==> src/design/lps_regs.vh <==
`ifndef LPS_REGS_VH
`define LPS_REGS_VH

// ----------------------------------------------------------------------
// Register byte addresses
// ----------------------------------------------------------------------
`define LPS_ADDR_CTRL 8'h00
`define LPS_ADDR_TRIM1 8'h04
`define LPS_ADDR_TRIM2 8'h08
`define LPS_ADDR_STATUS 8'h0C
`define LPS_ADDR_IRQ_ST 8'h10
`define LPS_ADDR_IRQ_MASK 8'h14
`define LPS_ADDR_COUNT 8'h18

// ----------------------------------------------------------------------
// Field positions
// ----------------------------------------------------------------------
`define LPS_CTRL_PRES_RST 0
`define LPS_CTRL_SLOW_EN 1
`define LPS_CTRL_SYS_EN 2
`define LPS_TRIM1_DIV_HI 4
`define LPS_TRIM1_DIV_LO 2
`define LPS_TRIM1_CHI_HI 1
`define LPS_TRIM1_CHI_LO 0
`define LPS_TRIM2_CLO_HI 5
`define LPS_TRIM2_CLO_LO 4
`define LPS_TRIM2_FINE_HI 3
`define LPS_TRIM2_FINE_LO 0
`define LPS_ST_WARMUP 0
`define LPS_ST_SLOW_SEL 1
`define LPS_ST_EXP_LO 4
`define LPS_IRQ_WARM_DONE 0
`define LPS_IRQ_WRAP 1
`define LPS_IRQ_W 2

// ----------------------------------------------------------------------
// Reset values and timing
// ----------------------------------------------------------------------
`define LPS_RST_DIV 3'h0
`define LPS_RST_CHI 2'h1
`define LPS_RST_CLO 2'h0
`define LPS_RST_FINE 4'h0
`define LPS_WARMUP_SLOW_CYCLES 32768
`define LPS_EXP_CENTER 4'h6
`define LPS_EXP_MAX 4'h7
`define LPS_RESP_OKAY 2'h0
`define LPS_RESP_SLVERR 2'h2

`endif

==> src/design/lps_top.v <==
// Our own choices: the AXI4-Lite interface to the registers and the placing of the registers.
`timescale 1ns/1ps
`include "lps_regs.vh"

// Contract
// - The low prescaler runs from the slow clock when slow enable is 1 and system enable 0, else from a high tap.
// - Writing 1 to the prescaler reset bit clears the low prescaler synchronously.
// - Setting slow enable to 1 clears the low prescaler counter.
// - Setting slow enable to 1 starts a warm-up during which the flag reads 1 and the slow clock is held off.
// - Warm-up ends after 32768 slow clock cycles, the flag drops and the slow clock becomes usable.
// - Without a running slow clock a decoder picks the high tap closest to 32 kHz.
// - The decoder input is divide factor, coarse high, coarse low and fine trim concatenated in that order.
// - The decoder disregards the low fine trim bits beyond its step thresholds.
// - The decoder follows the printed code-to-tap mapping.
// - The decoding applies whether the chain runs from the oscillator or the system clock input.
// - The high prescaler is an eight-stage halving chain fed by the oscillator or system clock input.
// - Trim fields are 3-bit divide, 2-bit coarse high, 2-bit coarse low and fine, coarse high resetting to 01.
module lps_top #(
    parameter STAGES = 8,
    parameter LOW_W = 15,
    parameter WARM_W = 16,
    parameter [WARM_W-1:0] WARMUP_CYCLES = `LPS_WARMUP_SLOW_CYCLES
) (
    input wire CLK_SYS,
    input wire NRST,
    input wire CE,
    input wire INTERNAL_OSC_CLOCK,
    input wire SYSTEM_CLOCK_INPUT,
    input wire SLOW_CLOCK_INPUT,
    output reg [LOW_W-1:0] LOW_PRESC_COUNT,
    output reg LOW_PRESC_TICK,
    output wire IRQ,
    input wire [7:0] S_AXI_AWADDR,
    input wire S_AXI_AWVALID,
    output wire S_AXI_AWREADY,
    input wire [31:0] S_AXI_WDATA,
    input wire [3:0] S_AXI_WSTRB,
    input wire S_AXI_WVALID,
    output wire S_AXI_WREADY,
    output reg [1:0] S_AXI_BRESP,
    output reg S_AXI_BVALID,
    input wire S_AXI_BREADY,
    input wire [7:0] S_AXI_ARADDR,
    input wire S_AXI_ARVALID,
    output wire S_AXI_ARREADY,
    output reg [31:0] S_AXI_RDATA,
    output reg [1:0] S_AXI_RRESP,
    output reg S_AXI_RVALID,
    input wire S_AXI_RREADY
);
    // ------------------------------------------------------------------
    // Tap decoder
    // ------------------------------------------------------------------
    localparam [3:0] EXP_CENTER = `LPS_EXP_CENTER;
    // Step within a block of coarse/fine codes: 0..3 extra halvings
    function [1:0] lps_step;
        input [7:0] b;
        reg [3:0] hi, lo, t;
        begin
            hi = b[7:4];
            lo = b[3:0];
            case (hi)
                4'h0: t = 4'hA;
                4'h1: t = 4'h9;
                4'h2: t = 4'h7;
                4'h3: t = 4'h5;
                4'h4: t = 4'h4;
                4'h5: t = 4'h2;
                4'h6: t = 4'h1;
                4'h8: t = 4'hE;
                4'h9: t = 4'hD;
                4'hA: t = 4'hB;
                4'hB: t = 4'h9;
                4'hC: t = 4'h8;
                4'hD: t = 4'h6;
                4'hE: t = 4'h5;
                4'hF: t = 4'h3;
                default: t = 4'h0;
            endcase
            if (hi == 4'h7) begin
                lps_step = 2'h2;
            end else if (hi[3]) begin
                lps_step = (lo >= t) ? 2'h3 : 2'h2;
            end else if (hi == 4'h0) begin
                lps_step = (lo >= t) ? 2'h2 : ((lo >= 4'h2) ? 2'h1 : 2'h0);
            end else begin
                lps_step = (lo >= t) ? 2'h2 : 2'h1;
            end
        end
    endfunction

    // Tap exponent: 6 minus divide factor plus step, held to 0..7
    function [3:0] lps_tap_exp;
        input [10:0] code;
        reg [4:0] e;
        begin
            e = {2'h0, EXP_CENTER[2:0]} + {3'h0, lps_step(code[7:0])};
            if (e < {2'h0, code[10:8]}) begin
                lps_tap_exp = 4'h0;
            end else begin
                e = e - {2'h0, code[10:8]};
                lps_tap_exp = (e > {1'b0, `LPS_EXP_MAX}) ? `LPS_EXP_MAX : e[3:0];
            end
        end
    endfunction

    // ------------------------------------------------------------------
    // Control state
    // ------------------------------------------------------------------
    reg slow_clock_enable;
    reg system_clock_enable;
    reg [2:0] trim_divide_factor;
    reg [1:0] coarse_trim_high;
    reg [1:0] coarse_trim_low;
    reg [3:0] fine_trim;
    reg slow_clock_warmup_flag;
    reg [WARM_W-1:0] warm_count;
    reg slow_prev;
    reg sel_slow;
    reg [2:0] sel_exp;
    reg low_prev;
    reg [`LPS_IRQ_W-1:0] irq_status;
    reg [`LPS_IRQ_W-1:0] irq_mask;
    reg aw_held;
    reg w_held;
    reg [7:0] aw_addr;
    reg [31:0] w_data;
    reg [3:0] w_strb;

    wire [STAGES-1:0] tap_level;
    wire [10:0] trim_code;
    wire [3:0] want_exp;
    wire want_slow, slow_rise, cur_level, new_level, low_rise;
    wire wr_fire, rd_fire, ctrl_wr, pres_rst_cmd, slow_en_rise, warm_done, low_wrap;
    wire [`LPS_IRQ_W-1:0] irq_events;
    wire irq_clear;

    // ------------------------------------------------------------------
    // High prescaler and tap selection
    // ------------------------------------------------------------------
    lps_high_chain #(
        .STAGES(STAGES)
    ) u_chain (
        .clk(CLK_SYS),
        .rst_n(NRST),
        .ce(CE),
        .src_level(system_clock_enable ? SYSTEM_CLOCK_INPUT : INTERNAL_OSC_CLOCK),
        .tap_level(tap_level)
    );

    assign trim_code = {trim_divide_factor, coarse_trim_high, coarse_trim_low, fine_trim};
    assign want_exp = lps_tap_exp(trim_code);
    assign want_slow = slow_clock_enable & ~system_clock_enable & ~slow_clock_warmup_flag;
    assign slow_rise = SLOW_CLOCK_INPUT & ~slow_prev;
    assign cur_level = sel_slow ? SLOW_CLOCK_INPUT : tap_level[sel_exp];
    assign new_level = want_slow ? SLOW_CLOCK_INPUT : tap_level[want_exp[2:0]];
    assign low_rise = cur_level & ~low_prev;

    // Selection moves only while both old and new inputs are low
    always @(posedge CLK_SYS) begin
        if (!NRST) begin
            sel_slow <= 1'b0;
            sel_exp <= EXP_CENTER[2:0];
            low_prev <= 1'b0;
            slow_prev <= 1'b0;
        end else if (CE) begin
            slow_prev <= SLOW_CLOCK_INPUT;
            if (!cur_level && !new_level) begin
                sel_slow <= want_slow;
                sel_exp <= want_exp[2:0];
                low_prev <= 1'b0;
            end else begin
                low_prev <= cur_level;
            end
        end
    end

    // ------------------------------------------------------------------
    // Low prescaler and warm-up
    // ------------------------------------------------------------------
    assign ctrl_wr = wr_fire && (aw_addr == `LPS_ADDR_CTRL) && w_strb[0];
    assign pres_rst_cmd = ctrl_wr && w_data[`LPS_CTRL_PRES_RST];
    assign slow_en_rise = ctrl_wr && w_data[`LPS_CTRL_SLOW_EN] && !slow_clock_enable;
    assign warm_done = slow_clock_warmup_flag && slow_rise && slow_clock_enable
        && (warm_count == WARMUP_CYCLES - 1'b1);
    assign low_wrap = low_rise && (&LOW_PRESC_COUNT);

    always @(posedge CLK_SYS) begin
        if (!NRST) begin
            LOW_PRESC_COUNT <= {LOW_W{1'b0}};
            LOW_PRESC_TICK <= 1'b0;
            slow_clock_warmup_flag <= 1'b0;
            warm_count <= {WARM_W{1'b0}};
        end else if (CE) begin
            LOW_PRESC_TICK <= low_rise;
            if (pres_rst_cmd) begin
                LOW_PRESC_COUNT <= {LOW_W{1'b0}};
            end else if (slow_en_rise) begin
                LOW_PRESC_COUNT <= {LOW_W{1'b0}};
            end else if (low_rise) begin
                LOW_PRESC_COUNT <= LOW_PRESC_COUNT + 1'b1;
            end
            if (slow_en_rise) begin
                slow_clock_warmup_flag <= 1'b1;
                warm_count <= {WARM_W{1'b0}};
            end else if (!slow_clock_enable) begin
                slow_clock_warmup_flag <= 1'b0;
            end else if (warm_done) begin
                slow_clock_warmup_flag <= 1'b0;
            end else if (slow_clock_warmup_flag && slow_rise) begin
                warm_count <= warm_count + 1'b1;
            end
        end
    end

    // ------------------------------------------------------------------
    // Interrupts
    // ------------------------------------------------------------------
    assign irq_events = {low_wrap, warm_done};
    assign irq_clear = rd_fire && (S_AXI_ARADDR == `LPS_ADDR_IRQ_ST);
    assign IRQ = |(irq_status & irq_mask);

    always @(posedge CLK_SYS) begin
        if (!NRST) begin
            irq_status <= {`LPS_IRQ_W{1'b0}};
        end else if (CE) begin
            // A new event wins over the clearing read
            irq_status <= (irq_clear ? {`LPS_IRQ_W{1'b0}} : irq_status) | irq_events;
        end
    end

    // ------------------------------------------------------------------
    // AXI4-Lite write path
    // ------------------------------------------------------------------
    assign S_AXI_AWREADY = !aw_held && !S_AXI_BVALID;
    assign S_AXI_WREADY = !w_held && !S_AXI_BVALID;
    assign wr_fire = aw_held && w_held && !S_AXI_BVALID;

    always @(posedge CLK_SYS) begin
        if (!NRST) begin
            aw_held <= 1'b0;
            w_held <= 1'b0;
            aw_addr <= 8'h00;
            w_data <= 32'h00000000;
            w_strb <= 4'h0;
            S_AXI_BVALID <= 1'b0;
            S_AXI_BRESP <= `LPS_RESP_OKAY;
        end else if (CE) begin
            if (S_AXI_AWVALID && S_AXI_AWREADY) begin
                aw_held <= 1'b1;
                aw_addr <= S_AXI_AWADDR;
            end
            if (S_AXI_WVALID && S_AXI_WREADY) begin
                w_held <= 1'b1;
                w_data <= S_AXI_WDATA;
                w_strb <= S_AXI_WSTRB;
            end
            if (wr_fire) begin
                aw_held <= 1'b0;
                w_held <= 1'b0;
                S_AXI_BVALID <= 1'b1;
                case (aw_addr)
                    `LPS_ADDR_CTRL, `LPS_ADDR_TRIM1, `LPS_ADDR_TRIM2, `LPS_ADDR_IRQ_MASK,
                    `LPS_ADDR_STATUS, `LPS_ADDR_IRQ_ST, `LPS_ADDR_COUNT: begin
                        S_AXI_BRESP <= `LPS_RESP_OKAY;
                    end
                    default: begin
                        S_AXI_BRESP <= `LPS_RESP_SLVERR;
                    end
                endcase
            end else if (S_AXI_BVALID && S_AXI_BREADY) begin
                S_AXI_BVALID <= 1'b0;
            end
        end
    end

    always @(posedge CLK_SYS) begin
        if (!NRST) begin
            slow_clock_enable <= 1'b0;
            system_clock_enable <= 1'b0;
            trim_divide_factor <= `LPS_RST_DIV;
            coarse_trim_high <= `LPS_RST_CHI;
            coarse_trim_low <= `LPS_RST_CLO;
            fine_trim <= `LPS_RST_FINE;
            irq_mask <= {`LPS_IRQ_W{1'b0}};
        end else if (CE && wr_fire && w_strb[0]) begin
            case (aw_addr)
                `LPS_ADDR_CTRL: begin
                    slow_clock_enable <= w_data[`LPS_CTRL_SLOW_EN];
                    system_clock_enable <= w_data[`LPS_CTRL_SYS_EN];
                end
                `LPS_ADDR_TRIM1: begin
                    trim_divide_factor <= w_data[`LPS_TRIM1_DIV_HI:`LPS_TRIM1_DIV_LO];
                    coarse_trim_high <= w_data[`LPS_TRIM1_CHI_HI:`LPS_TRIM1_CHI_LO];
                end
                `LPS_ADDR_TRIM2: begin
                    coarse_trim_low <= w_data[`LPS_TRIM2_CLO_HI:`LPS_TRIM2_CLO_LO];
                    fine_trim <= w_data[`LPS_TRIM2_FINE_HI:`LPS_TRIM2_FINE_LO];
                end
                `LPS_ADDR_IRQ_MASK: begin
                    irq_mask <= w_data[`LPS_IRQ_W-1:0];
                end
                default: irq_mask <= irq_mask;
            endcase
        end
    end

    // ------------------------------------------------------------------
    // AXI4-Lite read path
    // ------------------------------------------------------------------
    assign S_AXI_ARREADY = !S_AXI_RVALID;
    assign rd_fire = S_AXI_ARVALID && S_AXI_ARREADY;

    always @(posedge CLK_SYS) begin
        if (!NRST) begin
            S_AXI_RVALID <= 1'b0;
            S_AXI_RDATA <= 32'h00000000;
            S_AXI_RRESP <= `LPS_RESP_OKAY;
        end else if (CE) begin
            if (rd_fire) begin
                S_AXI_RVALID <= 1'b1;
                S_AXI_RRESP <= `LPS_RESP_OKAY;
                S_AXI_RDATA <= 32'h00000000;
                case (S_AXI_ARADDR)
                    `LPS_ADDR_CTRL: begin
                        S_AXI_RDATA[`LPS_CTRL_SLOW_EN] <= slow_clock_enable;
                        S_AXI_RDATA[`LPS_CTRL_SYS_EN] <= system_clock_enable;
                    end
                    `LPS_ADDR_TRIM1: begin
                        S_AXI_RDATA[`LPS_TRIM1_DIV_HI:`LPS_TRIM1_DIV_LO] <= trim_divide_factor;
                        S_AXI_RDATA[`LPS_TRIM1_CHI_HI:`LPS_TRIM1_CHI_LO] <= coarse_trim_high;
                    end
                    `LPS_ADDR_TRIM2: begin
                        S_AXI_RDATA[`LPS_TRIM2_CLO_HI:`LPS_TRIM2_CLO_LO] <= coarse_trim_low;
                        S_AXI_RDATA[`LPS_TRIM2_FINE_HI:`LPS_TRIM2_FINE_LO] <= fine_trim;
                    end
                    `LPS_ADDR_STATUS: begin
                        S_AXI_RDATA[`LPS_ST_WARMUP] <= slow_clock_warmup_flag;
                        S_AXI_RDATA[`LPS_ST_SLOW_SEL] <= sel_slow;
                        S_AXI_RDATA[`LPS_ST_EXP_LO+2:`LPS_ST_EXP_LO] <= sel_exp;
                    end
                    `LPS_ADDR_IRQ_ST: begin
                        S_AXI_RDATA[`LPS_IRQ_W-1:0] <= irq_status;
                    end
                    `LPS_ADDR_IRQ_MASK: begin
                        S_AXI_RDATA[`LPS_IRQ_W-1:0] <= irq_mask;
                    end
                    `LPS_ADDR_COUNT: begin
                        S_AXI_RDATA[LOW_W-1:0] <= LOW_PRESC_COUNT;
                    end
                    default: begin
                        S_AXI_RRESP <= `LPS_RESP_SLVERR;
                    end
                endcase
            end else if (S_AXI_RVALID && S_AXI_RREADY) begin
                S_AXI_RVALID <= 1'b0;
            end
        end
    end
endmodule // lps_top

==> src/design/lps_high_chain.v <==
`timescale 1ns/1ps

// ----------------------------------------------------------------------
// Divide-by-two chain on sampled source edges
// ----------------------------------------------------------------------
module lps_high_chain #(
    parameter STAGES = 8
) (
    input wire clk,
    input wire rst_n,
    input wire ce,
    input wire src_level,
    output wire [STAGES-1:0] tap_level
);
    reg src_prev;
    reg [STAGES-1:0] count;
    wire src_rise;

    assign src_rise = src_level & ~src_prev;

    always @(posedge clk) begin
        if (!rst_n) begin
            src_prev <= 1'b0;
            count <= {STAGES{1'b0}};
        end else if (ce) begin
            src_prev <= src_level;
            if (src_rise) begin
                count <= count + 1'b1;
            end
        end
    end

    // Tap 0 is the undivided source, tap k is the source divided by 2^k
    assign tap_level[0] = src_level;
    genvar k;
    generate
        for (k = 1; k < STAGES; k = k + 1) begin : g_tap
            assign tap_level[k] = count[k-1];
        end
    endgenerate
endmodule // lps_high_chain

==> config.mk <==
export PLATFORM = sky130hd
export DESIGN_NAME = lps_top
export DESIGN_NICKNAME = d
export VERILOG_FILES = /design/src/design/lps_top.v /design/src/design/lps_high_chain.v
export VERILOG_INCLUDE_DIRS = /design/src /design/src/design
export SDC_FILE = /design/constraint.sdc
export NUM_CORES = 1
export LEC_CHECK = 0
export BUFFER_PORTS_ARGS = -buffer_cell sky130_fd_sc_hd__buf_2
export CAP_MARGIN = 20
export CORE_MARGIN = 3
export CORE_UTILIZATION = 49
export DETAILED_ROUTE_END_ITERATION = 6
export PLACE_DENSITY_LB_ADDON = 0.08
export SETUP_SLACK_MARGIN = 0.02
export SYNTH_ARGS = -nofsm -noshare
export SYNTH_HDL_FRONTEND = slang
export SYNTH_HIERARCHICAL = 1
export SYNTH_SLANG_ARGS = --single-unit
==> constraint.sdc <==
create_clock -name CLK_SYS -period 3.89 [get_ports CLK_SYS]
set_input_delay 0.778 -clock CLK_SYS [delete_from_list [all_inputs] [get_ports CLK_SYS]]
set_output_delay 0.778 -clock CLK_SYS [all_outputs]
set_load 0.005 [all_outputs]
==> results.ini <==
[global_routing]
track_usage_pct = 24.4
grt_first_pass_wirelength_um = 23400
grt-ovfl-total = 0
antenna_found_initial = 0
grt_pass1_vias = 4954
grt_max_degree = 38

[sta]
setup_tns_ns = -0.735
finalClockSkew_ns = 0.0107
hold_ws_ns = 0.461
rsz0062_at_grt = yes
layout_min_cycle_time_ns = 4.15
worst_slack_ns = -0.260
finalSetupViolCount = 4
tightest_slew_ns = 0.817
slew_headroom_pct = 45.3
hold_violations = 0
slew_violations = 0
max_freq_ghz = 0.241
period_share_pct = 107

[clocking]
cts_sinks = 100
cts_root_buffer = clkbuf_8
cts_inserted_buffers = 9
clkLatencyLatePin_ns = 0.40
cts_tree = built
path_clk_slew_ns = 0.09
h-tree-depth = 3
cts_buffer_depth = 2

[detailed_routing]
viasPerCell = 5.64
drcViolationCount = 0
wl_um = 14200
initialDrtViolationCount = 369
ant_nets = 0
vias = 5000
drt_first_pass_iters = 5
post_drt_wl_per_cell_um = 16.0

[finish]
multi_input_area_um2 = 3170
num-fill-cells = 935
post_layout_nonfiller_instances = 887
final_nets = 825
syn_to_final_growth_pct = 19.2
layout_commonest_cell = dfxtp_1
final_cell_mix = 97 x dfxtp_1, 92 x nor2_1, 72 x buf_2
diodes = 0
regArea_um2 = 2010
layout-drive-gt1-share_pct = 23.0
final_core_util_pct = 60.8

[run]
cap_violations = 0

[pwr]
power_leakage_nw = 2.60
p_clk_share_pct = 37.2
p_per_area_nw_per_um2 = 298
p_sw_w = 0.000484
combPwrFrac_pct = 6.8
vdd_drop_max_mv = 0.257
seq_power_share_pct = 56.1
fin_total_pwr_w = 0.00189
switching_share_pct = 25.7
cellInternalPower_w = 0.00140

[critical_path]
reg2reg_from = coarse_trim_low[1]$_SDFFE_PN0P_
crit_type = reg2reg
startpoint_type = flop
cp.required_ns = 4.18
r2r_cells = 19
rrSetupSlack_ns = -0.26
r2r_end = sel_exp[1]$_SDFFE_PN1P_
crit_path_max_fanout = 5
end_kind = flop
arrival_ns = 4.44

[synthesis]
ys_dominant_reg_cell = dfxtp_1
synth_edf_count = 0
netlist_area_um2 = 5310
yosys_warnings = 6
seq_area_frac_synth_pct = 37.7
post_synth_num_cell_types = 73
avgSynthCellArea_um2 = 8.23
synthCells = 645
synthArstFlopShare_pct = 0
synth_seq_cells = 100

[placement]
placed_cells = 855
dpl.hpwl_um = 10200
numPortBuffers = 72
place.gp.congestion = 0.890

[worst_hold_path]
hp-class = reg2reg
worstHoldEndpoint = aw_addr[7]$_SDFFE_PN0P_
whs_path_depth = 2
hold_start = aw_addr[7]$_SDFFE_PN0P_

[die]
rows = 37
die-width_um = 110
dieArea_um2 = 12100
initial_core_util_pct = 51.0
coreArea_um2 = 10400
design.portCount = 121
fp.dieH_um = 110

[status]
status = finished, violations left
violations = setup timing

## stage by stage
step                area, µm²  worst slack (ns)
finish                   6330            -0.260
global route             6330            -0.437
CTS                      6230            -0.230
detailed placement       5900            -0.362
global placement         5900            -0.255
floorplan                5420           -0.0919
## critical path, stage by stage (launching register included)
cell	delay [ns]
dfxtp_4	0.39
inv_4	0.05
ha_4	0.17
nand2_4	0.07
o32ai_2	0.06
a21oi_1	0.14
ha_1	0.25
or3b_4	0.41
a21oi_4	0.17
nor2_2	0.06
a21oi_2	0.11
ha_2	0.21
fa_2	0.49
a21oi_1	0.14
a32oi_1	0.14
maj3_2	0.33
o22a_1	0.22
o211ai_2	0.24
nand2b_4	0.09
a221o_1	0.30
## metal layers
metal | GRT usage, % | vias up | share of wire [%]
met5 | 0 | - | 0
met4 | 8.44 | 0 | 2.1
met3 | 6.99 | 30 | 6.5
met2 | 40.7 | 143 | 48
met1 | 30.3 | 2366 | 43
li1 | - | 2461 | -
## repair_timing
| action | 4_1_cts | 5_1_grt |
|---|---|---|
| gates resized for setup | 7 | 16 |
| hold buffers | 0 | 0 |
| pin swaps | 12 | 10 |
| buffers inserted | 12 | 3 |
| setup endpoints to repair | 4 | 4 |
## cell type report
| cell class | instances | share of cell area (%) |
|---|---|---|
| flip-flops and latches | 100 | 31.8 |
| well taps | 136 | 2.69 |
| clock inverters | 4 | 0.593 |
| multi-input cells | 503 | 50.0 |
| inverters | 16 | 1.03 |
| clock buffers | 12 | 2.79 |
| repair buffers | 116 | 11.1 |
## power by group through the flow
stage                      logic, W  clock network, W  registers (W)
after floorplan           0.0000950                 0        0.00108
after global placement     0.000124                 0        0.00108
after detailed placement   0.000126                 0        0.00108
after CTS                  0.000126          0.000725        0.00106
after global routing       0.000144          0.000758        0.00106
final                      0.000128          0.000701        0.00106
## worst max path at each step
stage                                    startpoint  depth (start not counted)  slack [ns]                 endpoint
detailed placement  coarse_trim_low[1]$_SDFFE_PN0P_                         18       -0.36  sel_exp[1]$_SDFFE_PN1P_
global placement    coarse_trim_low[1]$_SDFFE_PN0P_                         17       -0.26  sel_exp[1]$_SDFFE_PN1P_
floorplan           coarse_trim_low[1]$_SDFFE_PN0P_                         17       -0.09  sel_exp[1]$_SDFFE_PN1P_
CTS                 coarse_trim_low[1]$_SDFFE_PN0P_                         18       -0.23  sel_exp[1]$_SDFFE_PN1P_
finish              coarse_trim_low[1]$_SDFFE_PN0P_                         19       -0.26  sel_exp[1]$_SDFFE_PN1P_
global route        coarse_trim_low[1]$_SDFFE_PN0P_                         20       -0.44  sel_exp[1]$_SDFFE_PN1P_
## flip-flops by register name, indices dropped and copies added, names as in the netlist, 2 cells and up
register	cells
warm_count	16
LOW_PRESC_COUNT	15
S_AXI_RDATA	15
aw_addr	8
u_chain/count	7
w_data	6
fine_trim	4
sel_exp	3
trim_divide_factor	3
coarse_trim_high	2
coarse_trim_low	2
irq_mask	2
irq_status	2
## cells by family after synthesis
family	share of synthesized area, %
AND/OR/NAND/NOR	24.8
other	0.0706
buffers and inverters	5.91
adder cells (fa/ha/maj)	4.29
multiplexers	7.47
XOR/XNOR	2.97
AO/OA/AOI/OAI	16.8
flip-flops	37.7
## synthesized netlist by cell type, types with 3 or more instances
cell      number  area, µm²
dfxtp_1      100       2000
nor2_1        93        349
nand2_1       67        251
a21oi_1       52        260
mux2i_1       34        340
o21ai_0       29        145
buf_4         21        158
nor3_1        21        105
clkbuf_1      19       71.3
nand3_1       17       85.1
ha_1          15        188
inv_1         15       56.3
or3_1         14       87.6
xnor2_1       14        123
a22oi_1       11       82.6
and3_1         9       56.3
nand4_1        8       50.1
a21o_1         6       45.0
a211oi_1       5       37.5
nor2b_1        5       31.3
and2_1         4       25.0
nor3b_1        4       30.0
nor4_1         4       25.0
or2_2          4       25.0
xor2_1         4       35.0
a31oi_1        3       18.8
nand3b_1       3       22.5
nand4b_1       3       26.3
o211a_1        3       30.0
o22ai_1        3       18.8
No activity file was read; power rests on OpenSTA's default activity.
